<file path="src/core/tx_turnaround_pkg.sv">
// Constants, types and register map of the transmit turnaround and
// power-amplifier control block.
// Assumes one 250 MHz clock and a synchronous host register port.

package tx_turnaround_pkg;

    // ----------------------------------------------------------------
    // Timing
    // ----------------------------------------------------------------
    localparam int CLK_PERIOD_PS  = 4000;
    localparam int US_PS          = 1000000;
    localparam int US_CYCLES      = US_PS / CLK_PERIOD_PS;
    localparam int IRQ_DELAY_US   = 38;
    localparam int BASE_STEP_US   = 1;
    localparam int EXT_STEP_US    = 4;
    localparam int RAMP_UNIT_PS   = 2400;
    localparam int ABORT_WINDOW_US = 100;

    // ----------------------------------------------------------------
    // Register map
    // ----------------------------------------------------------------
    localparam logic [9:0] OFS_CTRL      = 10'h3A0;
    localparam logic [9:0] OFS_BASE_DLY  = 10'h3A1;
    localparam logic [9:0] OFS_EXT_DLY   = 10'h3A2;
    localparam logic [9:0] OFS_OP_SELECT = 10'h3A3;
    localparam logic [9:0] OFS_RAMP_EXP  = 10'h3A4;
    localparam logic [9:0] OFS_BIAS_LVL  = 10'h3A5;
    localparam logic [9:0] OFS_BRIDGE    = 10'h3A6;
    localparam logic [9:0] OFS_STATUS    = 10'h3A7;
    localparam logic [9:0] OFS_EXT_MISC  = 10'h3AA;

    localparam int CTRL_TURN_BIT  = 0;
    localparam int CTRL_RDOWN_BIT = 1;
    localparam int CTRL_AUTO_BIT  = 2;
    localparam int CTRL_BIASEN_BIT = 3;
    localparam int MISC_MODE_LSB  = 0;
    localparam int MISC_SRC_BIT   = 3;
    localparam int MISC_PWR_LSB   = 4;

    localparam logic [7:0] CTRL_RESET     = 8'h00;
    localparam logic [7:0] BASE_DLY_RESET = 8'hC0;
    localparam logic [7:0] EXT_DLY_RESET  = 8'h00;
    localparam logic [7:0] OP_SEL_RESET   = 8'h00;
    localparam logic [2:0] RAMP_EXP_RESET = 3'h3;
    localparam logic [5:0] BIAS_LVL_RESET = 6'h00;
    localparam logic [4:0] BRIDGE_RESET   = 5'h00;
    localparam logic [7:0] MISC_RESET     = 8'h00;

    localparam logic [7:0] PACKET_MODE    = 8'h00;
    localparam logic [5:0] HIGH_PWR_BIAS  = 6'h3F;
    localparam logic [4:0] HIGH_PWR_BRIDGE = 5'h15;

    // ----------------------------------------------------------------
    // Types
    // ----------------------------------------------------------------
    typedef enum logic [6:0] {
        IDLE_S   = 7'h01,
        READY_S  = 7'h02,
        RX_S     = 7'h04,
        TURN_S   = 7'h08,
        RAMPUP_S = 7'h10,
        TX_S     = 7'h20,
        RAMPDN_S = 7'h40
    } radio_state_type;

    typedef enum logic [1:0] {
        GO_IDLE    = 2'h0,
        GO_READY   = 2'h1,
        GO_RECEIVE = 2'h2
    } cmd_code_type;

    typedef enum logic [2:0] {
        BIAS_SWITCH_ONLY = 3'h0, BIAS_SRC_CLOSED = 3'h1,
        BIAS_SINK_CLOSED = 3'h2, BIAS_SRC_OPEN   = 3'h3,
        BIAS_SINK_OPEN   = 3'h4, BIAS_SERVO_POS  = 3'h5,
        BIAS_SERVO_NEG   = 3'h6, BIAS_RESERVED   = 3'h7
    } bias_mode_type;

    typedef enum logic [2:0] {
        PIN_UNUSED = 3'h0, PIN_SOURCE = 3'h1, PIN_SINK = 3'h2,
        PIN_SERVO_POS = 3'h3, PIN_SERVO_NEG = 3'h4
    } bias_pin_type;

    typedef struct packed {
        logic         valid;
        cmd_code_type code;
    } host_cmd_type;

    typedef struct packed {
        logic       wrEn;
        logic [9:0] addr;
        logic [7:0] data;
    } reg_req_type;

    typedef struct packed {
        logic         paOn;
        logic [3:0]   paLevel;
        logic         highPower;
        logic         supplyClosed;
        bias_pin_type biasPin;
        logic         dacEn;
        logic         servoEn;
        logic         refInternal;
    } pa_drive_type;

endpackage

</file>
<file path="src/core/pa_ramp.sv">
// Power-amplifier ramp generator, linear in dB.
// Assumes each output power code step is a fixed dB step.
`timescale 1ns/100ps

module pa_ramp
    import tx_turnaround_pkg::*;
(
    // Clock and reset.
    input  wire logic       ref_clk,
    input  wire logic       rst_n,
    // Control.
    input  wire logic       rampUp,
    input  wire logic       rampDown,
    input  wire logic [3:0] target,
    input  wire logic [2:0] rateExp,
    // Status.
    output logic [3:0]      level,
    output logic            atTarget,
    output logic            atZero
);

    localparam logic [12:0] CLK_UNITS = 13'(CLK_PERIOD_PS / 100);
    localparam logic [12:0] STEP_UNIT = 13'(RAMP_UNIT_PS / 100);

    logic [12:0] acc_ff;
    logic [3:0]  level_ff;
    logic [12:0] stepLen;
    logic [12:0] nxt_acc;
    logic        doStep;

    // One code step lasts 2^rate x 2.4 ns, so ramp time scales with code.
    assign stepLen = STEP_UNIT << rateExp;
    assign nxt_acc = acc_ff + CLK_UNITS;
    assign doStep  = nxt_acc >= stepLen;

    // Fractional time carries over; faster steps than the clock saturate
    // at one code per cycle, a limit of the 4 ns period.
    always_ff @(posedge ref_clk or negedge rst_n) begin
        if (!rst_n) begin
            acc_ff   <= 13'h0000;
            level_ff <= 4'h0;
        end else if (!rampUp && !rampDown) begin
            // Idle means off, so the next ramp starts at minimum.
            acc_ff   <= 13'h0000;
            level_ff <= 4'h0;
        end else if (doStep) begin
            acc_ff <= (stepLen <= CLK_UNITS) ? 13'h0000 : nxt_acc - stepLen;
            if (rampUp && level_ff < target) begin
                level_ff <= level_ff + 4'h1;
            end else if (rampDown && level_ff != 4'h0) begin
                level_ff <= level_ff - 4'h1;
            end
        end else begin
            acc_ff <= nxt_acc;
        end
    end

    assign level    = level_ff;
    assign atTarget = level_ff >= target;
    assign atZero   = level_ff == 4'h0;

endmodule // pa_ramp

</file>
<file path="src/core/tx_turnaround_pa_control.sv">
// Transmit turnaround, PA ramp and external PA bias control.
// Assumes the receiver flags a valid frame's last symbol, the packet
// manager flags the end of a sent frame, and the host writes registers
// and issues commands on the same 250 MHz clock.
`timescale 1ns/100ps

module tx_turnaround_pa_control
    import tx_turnaround_pkg::*;
#(
    parameter int ABORT_US = ABORT_WINDOW_US
)(
    // Clock and reset.
    input  wire logic                         ref_clk,
    input  wire logic                         rst_n,
    // Host register port.
    input  wire tx_turnaround_pkg::reg_req_type regReq,
    output logic [7:0]                        regRdData,
    // Host radio commands.
    input  wire tx_turnaround_pkg::host_cmd_type hostCmd,
    // Receive and transmit datapath events.
    input  wire logic                         rxFrameDone,
    input  wire logic                         txFrameSent,
    // Event and state outputs.
    output logic                              rxPktIrq,
    output logic                              txSendStart,
    output tx_turnaround_pkg::radio_state_type radioState,
    // Amplifier drive.
    output tx_turnaround_pkg::pa_drive_type   paDrive
);

    import tx_turnaround_pkg::*;

    localparam logic [9:0] IRQ_US   = 10'(IRQ_DELAY_US);
    localparam logic [9:0] ABORT_LD = 10'(ABORT_US);

    // ----------------------------------------------------------------
    // Configuration registers
    // ----------------------------------------------------------------
    logic [7:0] ctrl_ff;
    logic [7:0] baseDly_ff;
    logic [7:0] extDly_ff;
    logic [7:0] opSelect_ff;
    logic [2:0] rampExp_ff;
    logic [5:0] biasLevel_ff;
    logic [4:0] bridgeBias_ff;
    logic [7:0] extMisc_ff;

    radio_state_type state_ff;
    radio_state_type nxt_state;
    radio_state_type exitTo_ff;
    logic [7:0]      rdData_ff;
    logic [10:0]     delayLeft_ff;
    logic [9:0]      irqLeft_ff;
    logic [9:0]      abortLeft_ff;
    logic            irqArmed_ff;
    logic            irqPulse_ff;
    logic            sendStart_ff;
    pa_drive_type    drive_ff;
    pa_drive_type    nxt_drive;

    logic            usTick;
    logic [3:0]      rampLevel;
    logic            rampAtTarget;
    logic            rampAtZero;
    logic            autoTurn;
    logic            inTx;
    logic            extEnable;
    logic            abortCmd;
    logic [10:0]     totalDelay;
    bias_mode_type   biasMode;

    // Register writes; unmapped offsets and the status word ignore them.
    always_ff @(posedge ref_clk or negedge rst_n) begin
        if (!rst_n) begin
            ctrl_ff       <= CTRL_RESET;
            baseDly_ff    <= BASE_DLY_RESET;
            extDly_ff     <= EXT_DLY_RESET;
            opSelect_ff   <= OP_SEL_RESET;
            rampExp_ff    <= RAMP_EXP_RESET;
            biasLevel_ff  <= BIAS_LVL_RESET;
            bridgeBias_ff <= BRIDGE_RESET;
            extMisc_ff    <= MISC_RESET;
        end else if (regReq.wrEn) begin
            if (regReq.addr == OFS_CTRL) begin
                ctrl_ff <= regReq.data;
            end else if (regReq.addr == OFS_BASE_DLY) begin
                baseDly_ff <= regReq.data;
            end else if (regReq.addr == OFS_EXT_DLY) begin
                extDly_ff <= regReq.data;
            end else if (regReq.addr == OFS_OP_SELECT) begin
                opSelect_ff <= regReq.data;
            end else if (regReq.addr == OFS_RAMP_EXP) begin
                rampExp_ff <= regReq.data[2:0];
            end else if (regReq.addr == OFS_BIAS_LVL) begin
                biasLevel_ff <= regReq.data[5:0];
            end else if (regReq.addr == OFS_BRIDGE) begin
                bridgeBias_ff <= regReq.data[4:0];
            end else if (regReq.addr == OFS_EXT_MISC) begin
                extMisc_ff <= regReq.data;
            end
        end
    end

    // Read data is registered, so it appears one cycle after the address.
    always_ff @(posedge ref_clk or negedge rst_n) begin
        if (!rst_n) begin
            rdData_ff <= 8'h00;
        end else if (regReq.addr == OFS_CTRL) begin
            rdData_ff <= ctrl_ff;
        end else if (regReq.addr == OFS_BASE_DLY) begin
            rdData_ff <= baseDly_ff;
        end else if (regReq.addr == OFS_EXT_DLY) begin
            rdData_ff <= extDly_ff;
        end else if (regReq.addr == OFS_OP_SELECT) begin
            rdData_ff <= opSelect_ff;
        end else if (regReq.addr == OFS_RAMP_EXP) begin
            rdData_ff <= {5'h00, rampExp_ff};
        end else if (regReq.addr == OFS_BIAS_LVL) begin
            rdData_ff <= {2'h0, biasLevel_ff};
        end else if (regReq.addr == OFS_BRIDGE) begin
            rdData_ff <= {3'h0, bridgeBias_ff};
        end else if (regReq.addr == OFS_STATUS) begin
            rdData_ff <= {1'b0, state_ff};
        end else if (regReq.addr == OFS_EXT_MISC) begin
            rdData_ff <= extMisc_ff;
        end else begin
            rdData_ff <= 8'h00;
        end
    end

    // ----------------------------------------------------------------
    // Timers
    // ----------------------------------------------------------------
    us_tick u_tick (
        .ref_clk (ref_clk),
        .rst_n   (rst_n),
        .restart (rxFrameDone),
        .usTick  (usTick)
    );

    // Extended delay counts in four-microsecond steps.
    assign totalDelay = 11'(baseDly_ff) * 11'(BASE_STEP_US)
                      + 11'(extDly_ff) * 11'(EXT_STEP_US);

    // All three counters load at the last symbol, not at the interrupt,
    // so the host's cancel window runs in parallel with the 38 us wait.
    always_ff @(posedge ref_clk or negedge rst_n) begin
        if (!rst_n) begin
            delayLeft_ff <= 11'h000;
            abortLeft_ff <= 10'h000;
        end else if (rxFrameDone) begin
            delayLeft_ff <= totalDelay;
            abortLeft_ff <= ABORT_LD;
        end else if (usTick) begin
            if (delayLeft_ff != 11'h000) begin
                delayLeft_ff <= delayLeft_ff - 11'h001;
            end
            if (abortLeft_ff != 10'h000) begin
                abortLeft_ff <= abortLeft_ff - 10'h001;
            end
        end
    end

    // Packet-received pulse, one cycle, 38 ticks after the last symbol.
    always_ff @(posedge ref_clk or negedge rst_n) begin
        if (!rst_n) begin
            irqLeft_ff  <= 10'h000;
            irqArmed_ff <= 1'b0;
            irqPulse_ff <= 1'b0;
        end else if (rxFrameDone) begin
            irqLeft_ff  <= IRQ_US;
            irqArmed_ff <= 1'b1;
            irqPulse_ff <= 1'b0;
        end else if (usTick && irqArmed_ff) begin
            irqLeft_ff  <= irqLeft_ff - 10'h001;
            irqArmed_ff <= irqLeft_ff != 10'h001;
            irqPulse_ff <= irqLeft_ff == 10'h001;
        end else begin
            irqPulse_ff <= 1'b0;
        end
    end

    // ----------------------------------------------------------------
    // Radio state machine
    // ----------------------------------------------------------------
    assign autoTurn = ctrl_ff[CTRL_TURN_BIT]
                   && opSelect_ff == PACKET_MODE;
    assign abortCmd = hostCmd.valid && abortLeft_ff != 10'h000;

    // Map a host command to the state it asks for.
    function automatic radio_state_type cmdTarget(cmd_code_type c);
        case (c)
            GO_IDLE:    cmdTarget = IDLE_S;
            GO_READY:   cmdTarget = READY_S;
            GO_RECEIVE: cmdTarget = RX_S;
            default:    cmdTarget = READY_S;
        endcase
    endfunction

    // Leaving transmit either cuts the amplifier or ramps it down first.
    always_comb begin
        nxt_state = state_ff;
        case (state_ff)
            IDLE_S, READY_S, RX_S: begin
                if (hostCmd.valid) begin
                    nxt_state = cmdTarget(hostCmd.code);
                end else if (state_ff == RX_S && rxFrameDone) begin
                    nxt_state = autoTurn ? TURN_S : READY_S;
                end
            end
            TURN_S: begin
                if (abortCmd) begin
                    nxt_state = cmdTarget(hostCmd.code);
                end else if (delayLeft_ff == 11'h000) begin
                    nxt_state = RAMPUP_S;
                end
            end
            RAMPUP_S, TX_S: begin
                if (hostCmd.valid || (state_ff == TX_S && txFrameSent)) begin
                    if (ctrl_ff[CTRL_RDOWN_BIT]) begin
                        nxt_state = RAMPDN_S;
                    end else if (hostCmd.valid) begin
                        nxt_state = cmdTarget(hostCmd.code);
                    end else begin
                        nxt_state = READY_S;
                    end
                end else if (state_ff == RAMPUP_S && rampAtTarget) begin
                    nxt_state = TX_S;
                end
            end
            RAMPDN_S: begin
                if (rampAtZero) begin
                    nxt_state = exitTo_ff;
                end
            end
            default: nxt_state = IDLE_S;
        endcase
    end

    // State register.
    always_ff @(posedge ref_clk or negedge rst_n) begin
        if (!rst_n) begin
            state_ff <= IDLE_S;
        end else begin
            state_ff <= nxt_state;
        end
    end

    // Where a ramp-down ends: a command's target, else ready.
    always_ff @(posedge ref_clk or negedge rst_n) begin
        if (!rst_n) begin
            exitTo_ff <= READY_S;
        end else if (nxt_state == RAMPDN_S && state_ff != RAMPDN_S) begin
            exitTo_ff <= hostCmd.valid ? cmdTarget(hostCmd.code)
                                       : READY_S;
        end
    end

    // Packet bits start on the cycle after the ramp reaches nominal power.
    always_ff @(posedge ref_clk or negedge rst_n) begin
        if (!rst_n) begin
            sendStart_ff <= 1'b0;
        end else begin
            sendStart_ff <= state_ff == RAMPUP_S
                         && nxt_state == TX_S;
        end
    end

    // ----------------------------------------------------------------
    // Amplifier ramp and bias
    // ----------------------------------------------------------------
    pa_ramp u_ramp (
        .ref_clk  (ref_clk),
        .rst_n    (rst_n),
        .rampUp   (state_ff == RAMPUP_S || state_ff == TX_S),
        .rampDown (state_ff == RAMPDN_S),
        .target   (extMisc_ff[MISC_PWR_LSB +: 4]),
        .rateExp  (rampExp_ff),
        .level    (rampLevel),
        .atTarget (rampAtTarget),
        .atZero   (rampAtZero)
    );

    assign inTx     = state_ff == RAMPUP_S || state_ff == TX_S
                   || state_ff == RAMPDN_S;
    assign biasMode = bias_mode_type'(extMisc_ff[MISC_MODE_LSB +: 3]);
    // Host bit rules unless auto-enable hands control to the radio.
    assign extEnable = ctrl_ff[CTRL_AUTO_BIT] ? inTx
                     : ctrl_ff[CTRL_BIASEN_BIT];

    // Reserved mode 7 is driven safe: switch open, pin unused.
    always_comb begin
        nxt_drive              = '0;
        nxt_drive.paOn         = inTx;
        nxt_drive.paLevel      = inTx ? rampLevel : 4'h0;
        nxt_drive.highPower    = biasLevel_ff == HIGH_PWR_BIAS
                              && bridgeBias_ff == HIGH_PWR_BRIDGE;
        nxt_drive.refInternal  = extMisc_ff[MISC_SRC_BIT];
        nxt_drive.biasPin      = PIN_UNUSED;
        if (extEnable) begin
            case (biasMode)
                BIAS_SWITCH_ONLY: begin
                    nxt_drive.supplyClosed = 1'b1;
                end
                BIAS_SRC_CLOSED, BIAS_SINK_CLOSED: begin
                    nxt_drive.supplyClosed = 1'b1;
                    nxt_drive.dacEn        = 1'b1;
                    nxt_drive.biasPin      = biasMode == BIAS_SRC_CLOSED
                                           ? PIN_SOURCE : PIN_SINK;
                end
                BIAS_SRC_OPEN, BIAS_SINK_OPEN: begin
                    nxt_drive.dacEn        = 1'b1;
                    nxt_drive.biasPin      = biasMode == BIAS_SRC_OPEN
                                           ? PIN_SOURCE : PIN_SINK;
                end
                BIAS_SERVO_POS, BIAS_SERVO_NEG: begin
                    nxt_drive.supplyClosed = 1'b1;
                    nxt_drive.dacEn        = 1'b1;
                    nxt_drive.servoEn      = 1'b1;
                    nxt_drive.biasPin      = biasMode == BIAS_SERVO_POS
                                           ? PIN_SERVO_POS
                                           : PIN_SERVO_NEG;
                end
                default: nxt_drive.biasPin = PIN_UNUSED;
            endcase
        end
    end

    // Amplifier drive register.
    always_ff @(posedge ref_clk or negedge rst_n) begin
        if (!rst_n) begin
            drive_ff <= '0;
        end else begin
            drive_ff <= nxt_drive;
        end
    end

    assign regRdData   = rdData_ff;
    assign rxPktIrq    = irqPulse_ff;
    assign txSendStart = sendStart_ff;
    assign radioState  = state_ff;
    assign paDrive     = drive_ff;

endmodule // tx_turnaround_pa_control

</file>
<file path="src/core/us_tick.sv">
// Microsecond enable generator for the turnaround timers.
// Assumes the 250 MHz clock; restart realigns the phase.
`timescale 1ns/100ps

module us_tick
    import tx_turnaround_pkg::*;
(
    // Clock and reset.
    input  wire logic ref_clk,
    input  wire logic rst_n,
    // Control and tick.
    input  wire logic restart,
    output logic      usTick
);

    localparam logic [7:0] LAST = 8'(US_CYCLES - 1);

    logic [7:0] cnt_ff;

    // Restart lets the first tick land exactly one microsecond later.
    always_ff @(posedge ref_clk or negedge rst_n) begin
        if (!rst_n) begin
            cnt_ff <= 8'h00;
        end else if (restart || cnt_ff == LAST) begin
            cnt_ff <= 8'h00;
        end else begin
            cnt_ff <= cnt_ff + 8'h01;
        end
    end

    assign usTick = (cnt_ff == LAST) && !restart;

endmodule // us_tick
</file>
<file path="config.mk">
export PLATFORM = sky130hd
export DESIGN_NAME = tx_turnaround_pa_control
export DESIGN_NICKNAME = d
export VERILOG_FILES = /design/src/core/tx_turnaround_pkg.sv /design/src/core/pa_ramp.sv /design/src/core/tx_turnaround_pa_control.sv /design/src/core/us_tick.sv
export SDC_FILE = /design/constraint.sdc
export NUM_CORES = 1
export LEC_CHECK = 0
export BUFFER_PORTS_ARGS = -buffer_cell sky130_fd_sc_hd__buf_2
export CORE_ASPECT_RATIO = 0.7
export CORE_UTILIZATION = 31
export DETAILED_ROUTE_END_ITERATION = 7
export PLACE_DENSITY = 0.44
export SLEW_MARGIN = 20
export SYNTH_ARGS = -nofsm -noshare
export SYNTH_HDL_FRONTEND = slang
export SYNTH_SLANG_ARGS = --single-unit
export TNS_END_PERCENT = 50
</file>
<file path="constraint.sdc">
create_clock -name ref_clk -period 3.9 [get_ports ref_clk]
set_clock_uncertainty 0.05 [all_clocks]
set_input_delay 0.39 -clock ref_clk [delete_from_list [all_inputs] [get_ports ref_clk]]
set_output_delay 0.39 -clock ref_clk [all_outputs]
set_load 0.01 [all_outputs]
</file>
==> flow_metrics.py, run 1 <==
metrics = {
    "placement": {
        "placed_cell_count": 1165,
        "place_ws_ns": 0.704,
        "io_buffer_count": 55,
        "gp_congestion": 0.844,
        "place_area_um2": 8690,
        "detailed_place_hpwl_um": 15500,
    },
    "power": {
        "worst_ir_drop_vdd_uv": 289,
        "cellLeakagePower_nw": 4.16,
        "power-per-cell-area_nw_per_um2": 389,
    },
    "critical_path": {
        "type_of_element_capturing_the_critical_path": "flip-flop",
        "crit_fanout": 13,
        "slowest_stage": "or4_1",
        "critical_path_arrival_ns": 3.54,
        "startpoint_to_endpoint_class_of_the_critical_path": "reg -> reg",
        "startpoint_type": "flip-flop",
        "combined_buffer_and_inverter_count_along_the_critical_path": 0,
        "path_cells": "or4_1 > nor3_4 > o211ai_1 > ha_1 > a21o_1 > a21oi_1 > nand2_1 > o21a_1 > o32ai_1 > a22o_1",
        "cpLargestDelayFamily": "simple AND/OR/NAND/NOR gates",
        "ff2ff_path_depth": 10,
        "regToRegStartpoint": "radioState[2]$_DFF_PN0_",
        "r2r-end": "u_ramp.level[3]$_DFFE_PN0P_",
        "critical_path_required_ns": 4.21,
        "reg2reg_slack_ns": 0.67,
        "critPathMaxStageDelay_ns": 0.74,
    },
    "layout": {
        "final_cell_count_no_fill": 1197,
        "multi_input_area_um2": 4240,
        "num-fill-cells": 2518,
        "finish.instance_area_um2": 9300,
        "layout-area-overhead-vs-synth_pct": 16.1,
        "nNetsFinal": 919,
        "sequential_cell_area_um2": 3540,
        "diodes": 0,
        "layout-drive-gt1-share_pct": 21.4,
    },
    "global_routing": {
        "gr-total-overflow": 0,
        "largest_net_degree_at_the_start_of_global_routing": 106,
        "antenna_found_initial": 0,
        "grt.total_usage_pct": 17.3,
        "via_count_of_the_first_global_routing_pass": 5880,
        "grt_first_pass_wirelength_um": 35000,
    },
    "clock_network": {
        "clk_pin_slew_worst_paths_ns": 0.06,
        "total_of_cells_resized_after_clock_tree_synthesis": 0,
        "cts_sinks": 141,
        "numCtsBuffers": 17,
        "cts-root-buf": "clkbuf_16",
        "clk-insertion-delay-late_ns": 0.43,
        "clock_tree_from_tritoncts": "built",
        "cts_hold_buf": 0,
        "cts_post_setup_buffers_inserted": 0,
        "clock_tree.buffer_depth": 2,
        "cts.htree.levels": 4,
    },
    "drt": {
        "remaining_drc_errors": 0,
        "routed_wire_length_per_instance_um": 18.1,
        "routed-via-count": 6132,
        "wl_um": 21700,
        "route.detailed.vias_per_inst": 5.12,
        "drt_iter0_drc": 369,
        "antenna_violating_nets_post_route": 0,
        "detailedRoute.firstPassIterationCount": 5,
    },
    "sta": {
        "tns_ns": 0,
        "grt_setup_unrepaired": "no",
        "layout_worst_path_cycle_share_pct": 82.8,
        "drv_slew": 0,
        "final_hold_viol_count": 0,
        "final-setup-viol-count": 0,
        "final_critical_path_setup_slack_ns": 0.671,
        "finalWorstPathRequiredPeriod_ns": 3.23,
        "least_margin_pin_slew_ns": 0.902,
        "max_freq_mhz": 310,
        "max_slew_margin_pct": 39.9,
    },
    "job": {
        "cap_viol_max_count": 0,
    },
    "synth": {
        "synth-edff-count": 0,
        "register_bit_total_from_synthesis": 141,
        "ys_seq_area_share_pct": 44.1,
        "synth.most_common_cell": "dfrtp_1",
        "syn_inst": 803,
        "synth-main-ff-cell": "dfrtp_1",
        "syn-mean-instance-area_um2": 9.97,
        "synth.net_count": 863,
        "synth.top_cells.by_area": "dfrtp_1, mux2_2, ha_1",
        "netlist.top_cell.by_area": "dfrtp_1",
        "synthDistinctLibCells": 73,
        "ys.warnings.count": 0,
        "async_reset_ff_share_pct": 100,
        "post_synth_instance_area_um2": 8010,
        "netlist_top_cells_count": "dfrtp_1, nand2_1, nor2_1",
        "synth_top_area_share_pct": 42.2,
    },
    "hold_path": {
        "hold_path_class": "in -> async",
    },
    "floorplan": {
        "fp.dieArea_um2": 26500,
        "floorplan.rows": 48,
        "dieWidth_um": 194,
        "ios": 56,
        "core_area_um2": 25000,
        "floorplan.initialDensity_pct": 32.1,
        "die_height_um": 136,
    },
    "outcome": {
        "run_status": "completed",
    },
}
[area by class of cell]
cell class                 instances  share of cell area (%)
multi-input combinational        601                    45.6
sequential                       141                    38.0
clock buffer                      20                    4.80
tap                              325                    4.37
timing repair buffer              69                    4.32
clock inverter                    12                    1.74
inverter                          29                    1.17
[per-stage QoR]
stage	hold slack, ns	power, mW	utilization [%]
floorplan	0.0444	1.78	-
global placement	0.382	1.94	34.8
detailed placement	0.382	1.94	34.8
CTS	0.101	3.66	37.2
global route	0.0985	3.78	37.2
finish	0.0334	3.61	37.2
[kinds of logic after synthesis]
logic type | count (synthesis) | share of synthesized area (%)
buffers and inverters | 61 | 2.95
multiplexers | 70 | 9.95
XOR/XNOR | 51 | 5.58
AND/OR/NAND/NOR | 293 | 19.6
AO/OA/AOI/OAI | 153 | 12.3
flip-flops | 141 | 44.1
adder cells (fa/ha/maj) | 34 | 5.50
[worst max path at each step]
stage / start / to / slack [ns] / cells past startpoint
2_1_floorplan: radioState[0]$_DFF_PN1_ / u_ramp.level[3]$_DFFE_PN0P_ / 0.97 / 12
3_3_place_gp: radioState[2]$_DFF_PN0_ / u_ramp.level[3]$_DFFE_PN0P_ / 0.74 / 10
3_5_place_dp: radioState[2]$_DFF_PN0_ / u_ramp.level[3]$_DFFE_PN0P_ / 0.70 / 10
4_1_cts: radioState[2]$_DFF_PN0_ / u_ramp.level[3]$_DFFE_PN0P_ / 0.68 / 10
5_1_grt: radioState[2]$_DFF_PN0_ / u_ramp.level[3]$_DFFE_PN0P_ / 0.35 / 10
6_report: radioState[2]$_DFF_PN0_ / u_ramp.level[3]$_DFFE_PN0P_ / 0.67 / 10
[power breakdown]
group | total (mW) | internal (mW) | switching (mW)
clock network | 1.70 | 1.03 | 0.674
logic | 0.379 | 0.129 | 0.250
registers | 1.53 | 1.49 | 0.0368
total | 3.61 | 2.65 | 0.961
[registers in the layout, indices dropped and copies added, names as in the netlist, 3 cells and up]
signal,flops
delayLeft_ff,11
ctrl_ff,8
baseDly_ff,8
u_ramp.acc_ff,10
bridgeBias_ff,5
u_tick.cnt_ff,8
u_ramp.level,4
exitTo_ff,3
irqLeft_ff,10
extDly_ff,8
biasLevel_ff,6
extMisc_ff,8
abortLeft_ff,10
rampExp_ff,3
regRdData,8
paDrive,13
opSelect_ff,8
radioState,7
[routing by layer]
metal / GRT usage (%) / up-vias / part of all wire (%) / wire length (µm)
li1: - / 3011 / - / -
met1: 27.4 / 3004 / 56 / 12100
met2: 23.1 / 106 / 40 / 8630
met3: 3.62 / 11 / 3.8 / 831
met4: 4.41 / 0 / 0.90 / 195
met5: 0 / - / 0 / 0
[layout by cell type, fill, tap and decap left out, types with 6 or more instances in the layout]
cell type  netlist  routed
nand2_1         66      66
nand3_1         18      18
dfrtp_1        135     135
nor2_1          66      66
a21oi_1         36      36
and3_1           6       6
or3_1           13      13
nand2b_1        18      18
nand4_1          6       6
clkbuf_16        0      17
xor2_1          24      24
inv_1           28      28
xnor2_1         27      27
mux2_2          57      57
nor3_1          24      24
buf_2            6      54
nor4_1          10      10
buf_4            0      13
a21o_1           8       8
mux2i_1         11      11
dfstp_2          6       6
o22ai_1         10      10
nand4b_1         6       6
or4_1           10      10
o21ai_0         42      42
a31oi_1          8       8
nor2b_1         13      13
and2_1           8       8
ha_1            32      32
(Power assumes the default switching activity.)
==> run 2, diff against run 1 <==
clock period = 3.4 ns   (was 3.9 ns; I/O delays follow)
==> run 2 against run 1 <==
Net effect: maximum frequency is 0.72% higher; sequential share of layout area decreased by 0.15 points; first-iteration DRC count increased by 9.2%; clock-buffer cell count decreased by 3; via count up 0.16%; power is 11% higher; sequential power grew 15%; setup slack worse by 0.48 ns; cell area is 0.40% higher; die area unchanged; critical endpoint is now u_ramp.acc_ff[10]$_DFF_PN0_; highest routed layer unchanged.
==> flow_metrics.py, run 2 (synthesized netlist as in run 1, its figures left out) <==
metrics = {
    "outcome": {
        "run_status": "completed",
    },
    "sta": {
        "least_margin_pin_slew_ns": 0.759,
        "final_critical_path_setup_slack_ns": 0.194,
        "max_freq_mhz": 312,
        "final-setup-viol-count": 0,
        "finalWorstPathRequiredPeriod_ns": 3.21,
        "grt_setup_unrepaired": "no",
        "drv_slew": 0,
        "worst_hold_slack_across_all_endpoints_ns": 0.194,
        "max_slew_margin_pct": 49.4,
        "final_hold_viol_count": 0,
        "tns_ns": 0,
        "layout_worst_path_cycle_share_pct": 94.3,
    },
    "floorplan": {
        "fp.dieArea_um2": 26500,
        "floorplan.initialDensity_pct": 32.1,
        "core_area_um2": 25000,
        "floorplan.rows": 48,
        "dieWidth_um": 194,
        "die_height_um": 136,
        "ios": 56,
    },
    "drt": {
        "routed-via-count": 6142,
        "drt_iter0_drc": 403,
        "wl_um": 21700,
        "detailedRoute.firstPassIterationCount": 5,
        "routed_wire_length_per_instance_um": 18.0,
        "antenna_violating_nets_post_route": 0,
        "route.detailed.vias_per_inst": 5.08,
        "remaining_drc_errors": 0,
    },
    "clock_network": {
        "cts_post_setup_buffers_inserted": 0,
        "cts.htree.levels": 4,
        "total_of_cells_resized_after_clock_tree_synthesis": 0,
        "cts_hold_buf": 1,
        "clock_tree.buffer_depth": 2,
        "clk_pin_slew_worst_paths_ns": 0.06,
        "cts_sinks": 141,
        "cts-root-buf": "clkbuf_16",
        "numCtsBuffers": 17,
        "clock_tree_from_tritoncts": "built",
        "clk-insertion-delay-late_ns": 0.43,
    },
    "placement": {
        "io_buffer_count": 55,
        "place_ws_ns": 0.252,
        "detailed_place_hpwl_um": 15900,
        "placed_cell_count": 1175,
        "place_area_um2": 8760,
        "gp_congestion": 0.821,
    },
    "critical_path": {
        "startpoint_to_endpoint_class_of_the_critical_path": "reg -> reg",
        "critical_path_arrival_ns": 3.48,
        "startpoint_type": "flip-flop",
        "critical_path_required_ns": 3.67,
        "crit_fanout": 8,
        "type_of_element_capturing_the_critical_path": "flip-flop",
    },
    "global_routing": {
        "largest_net_degree_at_the_start_of_global_routing": 77,
        "via_count_of_the_first_global_routing_pass": 5899,
        "antenna_found_initial": 0,
        "grt.total_usage_pct": 17.3,
        "gr-total-overflow": 0,
        "grt_first_pass_wirelength_um": 34700,
    },
    "layout": {
        "nNetsFinal": 930,
        "final_cell_count_no_fill": 1208,
        "largest_register_ffs": 13,
        "layout-drive-gt1-share_pct": 22.5,
        "layout-area-overhead-vs-synth_pct": 16.6,
        "num-fill-cells": 2568,
        "finish.instance_area_um2": 9340,
        "diodes": 0,
        "final_common_cell": "dfrtp_1",
        "final_cell_mix": "dfrtp_1, nand2_1, nor2_1",
    },
    "power": {
        "power-per-cell-area_nw_per_um2": 431,
        "cellLeakagePower_nw": 4.20,
        "worst_ir_drop_vdd_uv": 310,
    },
    "job": {
        "cap_viol_max_count": 0,
    },
    "hold_path": {
        "hold_path_class": "in -> reg",
    },
}
run 2: cell types whose count changed in the layout (fill, tap and decap cells not counted), sizes merged, moves of 2 or more:
cell	before	now
clkbuf	21	17
inv	31	33
buf	68	79
clkinv	4	8
bufinv	3	1
run 2: path summary, 6_finish.rpt:
path                                             from                            to  slack, ns  cells past startpoint
hold reg to reg             extMisc_ff[3]$_DFFE_PN0P_          paDrive[0]$_DFF_PN0_       0.39                      0
setup / recovery           u_ramp.acc_ff[3]$_DFF_PN0_   u_ramp.acc_ff[10]$_DFF_PN0_       0.19                     11
min in group asynchronous                       rst_n  bridgeBias_ff[3]$_DFFE_PN0P_       0.47                      2
setup reg to reg           u_ramp.acc_ff[3]$_DFF_PN0_   u_ramp.acc_ff[10]$_DFF_PN0_       0.19                     11
max in group asynchronous                       rst_n   delayLeft_ff[7]$_DFFE_PN0P_       1.95                      3
hold / removal                              regReq[7]      extDly_ff[7]$_DFFE_PN0P_       0.19                      2
run 2: layout make-up:
| cell class | count | area (µm²) | area share (%) |
|---|---|---|---|
| Sequential cell | 141 | 3540 | 37.9 |
| Timing Repair Buffer | 80 | 484 | 5.19 |
| Clock buffer | 17 | 425 | 4.56 |
| Tap cell | 325 | 407 | 4.36 |
| Inverter | 29 | 109 | 1.17 |
| Clock inverter | 15 | 138 | 1.47 |
| Multi-Input combinational cell | 601 | 4240 | 45.4 |
run 2: report_power, final:
part           internal (mW)  switching [mW]
logic                  0.160           0.295
clock network           1.02           0.799
registers               1.71          0.0412
run 2: critical path, stage by stage, from the launching register on:
cell and delay, ns:
dfrtp_1 0.43, a21oi_1 0.42, nor2_1 0.12, xor2_1 0.27, ha_1 0.36, and3_1 0.21
a31oi_1 0.22, nand3_1 0.16, nor2_1 0.34, buf_4 0.23, nor4_1 0.06, a31o_2 0.23
run 2: stage by stage:
| step | utilization (%) | total power [mW] |
|---|---|---|
| 5_1_grt | 37.4 | 4.21 |
| 6_report | 37.4 | 4.03 |
| 3_5_place_dp | 35.1 | 2.24 |
| 2_1_floorplan | - | 2.04 |
| 3_3_place_gp | 35.1 | 2.25 |
| 4_1_cts | 37.4 | 4.09 |
run 2: metal layers:
metal,global-route usage (%),vias to the layer above,wire [µm]
li1,-,3036,-
met1,27.2,2961,11900
met2,22.9,130,8710
met3,3.85,15,904
met4,4.67,0,253
met5,0,-,0
==> run 3, diff against run 2 <==
clock period = 3.8 ns   (was 3.4 ns; I/O delays follow)
==> run 3 against run 2 <==
Net effect: register-to-register slack better by 0.33 ns; critical endpoint is now u_ramp.acc_ff[7]$_DFF_PN0_; largest cell class unchanged; sequential share of layout area is 0.10 points higher; core utilization is 0.10 points lower; routed wire length is 0.15% lower.
==> flow_metrics.py, run 3 (synthesized netlist as in run 1, its figures left out) <==
metrics = {
    "outcome": {
        "run_status": "completed",
    },
    "sta": {
        "finalWorstPathRequiredPeriod_ns": 3.28,
        "drv_slew": 0,
        "worst_hold_slack_across_all_endpoints_ns": 0.229,
        "final_critical_path_setup_slack_ns": 0.521,
        "final_hold_viol_count": 0,
        "grt_setup_unrepaired": "no",
        "tns_ns": 0,
        "least_margin_pin_slew_ns": 0.933,
        "max_freq_mhz": 305,
        "max_slew_margin_pct": 37.2,
        "final-setup-viol-count": 0,
        "layout_worst_path_cycle_share_pct": 86.3,
    },
    "power": {
        "power-per-cell-area_nw_per_um2": 398,
        "worst_ir_drop_vdd_uv": 321,
        "p_total_mw": 3.71,
        "cellLeakagePower_nw": 4.16,
    },
    "hold_path": {
        "hold_path.startpoint": "regReq[7]",
        "hold_path_class": "in -> reg",
    },
    "clock_network": {
        "cts_sinks": 141,
        "cts-root-buf": "clkbuf_16",
        "numCtsBuffers": 17,
        "cts.htree.levels": 4,
        "clk_pin_slew_worst_paths_ns": 0.07,
        "clk-insertion-delay-late_ns": 0.44,
        "clock_tree_from_tritoncts": "built",
        "cts_post_setup_buffers_inserted": 0,
        "total_of_cells_resized_after_clock_tree_synthesis": 0,
        "clock_tree.buffer_depth": 2,
    },
    "placement": {
        "placed_cell_count": 1167,
        "detailed_place_hpwl_um": 15500,
        "io_buffer_count": 55,
        "place_area_um2": 8700,
        "place_ws_ns": 0.527,
        "gp_congestion": 0.804,
    },
    "drt": {
        "route.detailed.vias_per_inst": 5.09,
        "wl_um": 21700,
        "drt_iter0_drc": 454,
        "routed-via-count": 6103,
        "remaining_drc_errors": 0,
        "antenna_violating_nets_post_route": 0,
        "detailedRoute.firstPassIterationCount": 7,
        "routed_wire_length_per_instance_um": 18.1,
    },
    "layout": {
        "finish.instance_area_um2": 9310,
        "nNetsFinal": 922,
        "final_cell_mix": "dfrtp_1, nand2_1, nor2_1",
        "layout-drive-gt1-share_pct": 21.6,
        "final_common_cell": "dfrtp_1",
        "largest_register_ffs": 13,
        "layout-area-overhead-vs-synth_pct": 16.2,
        "fin_util_pct": 37.3,
        "diodes": 0,
        "final_cell_count_no_fill": 1200,
    },
    "critical_path": {
        "crit_fanout": 11,
        "critical_path_required_ns": 4.11,
        "regToRegStartpoint": "u_ramp.acc_ff[3]$_DFF_PN0_",
        "startpoint_type": "flip-flop",
        "cp-startpoint": "u_ramp.acc_ff[3]$_DFF_PN0_",
        "type_of_element_capturing_the_critical_path": "flip-flop",
        "critical_path_arrival_ns": 3.59,
        "startpoint_to_endpoint_class_of_the_critical_path": "reg -> reg",
    },
    "floorplan": {
        "floorplan.rows": 48,
        "dieWidth_um": 194,
        "ios": 56,
        "die_height_um": 136,
        "core_area_um2": 25000,
        "fp.dieArea_um2": 26500,
        "floorplan.initialDensity_pct": 32.1,
    },
    "global_routing": {
        "antenna_found_initial": 0,
        "gr-total-overflow": 0,
        "largest_net_degree_at_the_start_of_global_routing": 79,
        "via_count_of_the_first_global_routing_pass": 6058,
        "grt.total_usage_pct": 17.4,
        "grt_first_pass_wirelength_um": 35100,
    },
    "job": {
        "cap_viol_max_count": 0,
    },
}
-- run 3: per-layer routing --
layer	track usage [%]	share of wire (%)	vias up
li1	-	-	2995
met1	27.1	55	2957
met2	23.4	40	132
met3	3.47	4.0	19
met4	5.16	1.4	0
met5	0	0	-
-- run 3: repair_timing --
action | in CTS | in global routing
setup endpoints to repair | 0 | 0
hold buffers | 1 | 0
endpoints found under the hold margin | 74 | 0
-- run 3: final cells by class --
class | instances | area, µm²
fillers | 2548 | 15700
multi-input cells | 601 | 4240
flip-flops and latches | 141 | 3540
clock buffers | 19 | 433
repair buffers | 72 | 424
well taps | 325 | 407
clock inverters | 13 | 165
inverters | 29 | 109
-- run 3: worst max-delay path, cell delays in order, from the launching register on --
cell	delay, ns
dfrtp_1	0.43
a21oi_1	0.40
nor2_1	0.12
xor2_1	0.27
ha_1	0.36
and3_1	0.22
a31oi_1	0.22
nand3_1	0.16
nor2_1	0.54
buf_4	0.26
nand2_1	0.05
a21oi_1	0.13
-- run 3: worst paths after layout --
check | to | slack [ns] | depth (start not counted)
setup / recovery | u_ramp.acc_ff[7]$_DFF_PN0_ | 0.52 | 11
hold / removal | baseDly_ff[7]$_DFFE_PN1P_ | 0.23 | 2
setup reg to reg | u_ramp.acc_ff[7]$_DFF_PN0_ | 0.52 | 11
hold reg to reg | paDrive[0]$_DFF_PN0_ | 0.38 | 0
max in group asynchronous | exitTo_ff[1]$_DFFE_PN1P_ | 2.30 | 3
min in group asynchronous | rampExp_ff[2]$_DFFE_PN0P_ | 0.52 | 2
-- run 3: where the power goes --
group          internal [mW]  switching [mW]
sequential              1.53          0.0369
combinational          0.135           0.260
clock                   1.04           0.703
total                   2.71            1.00
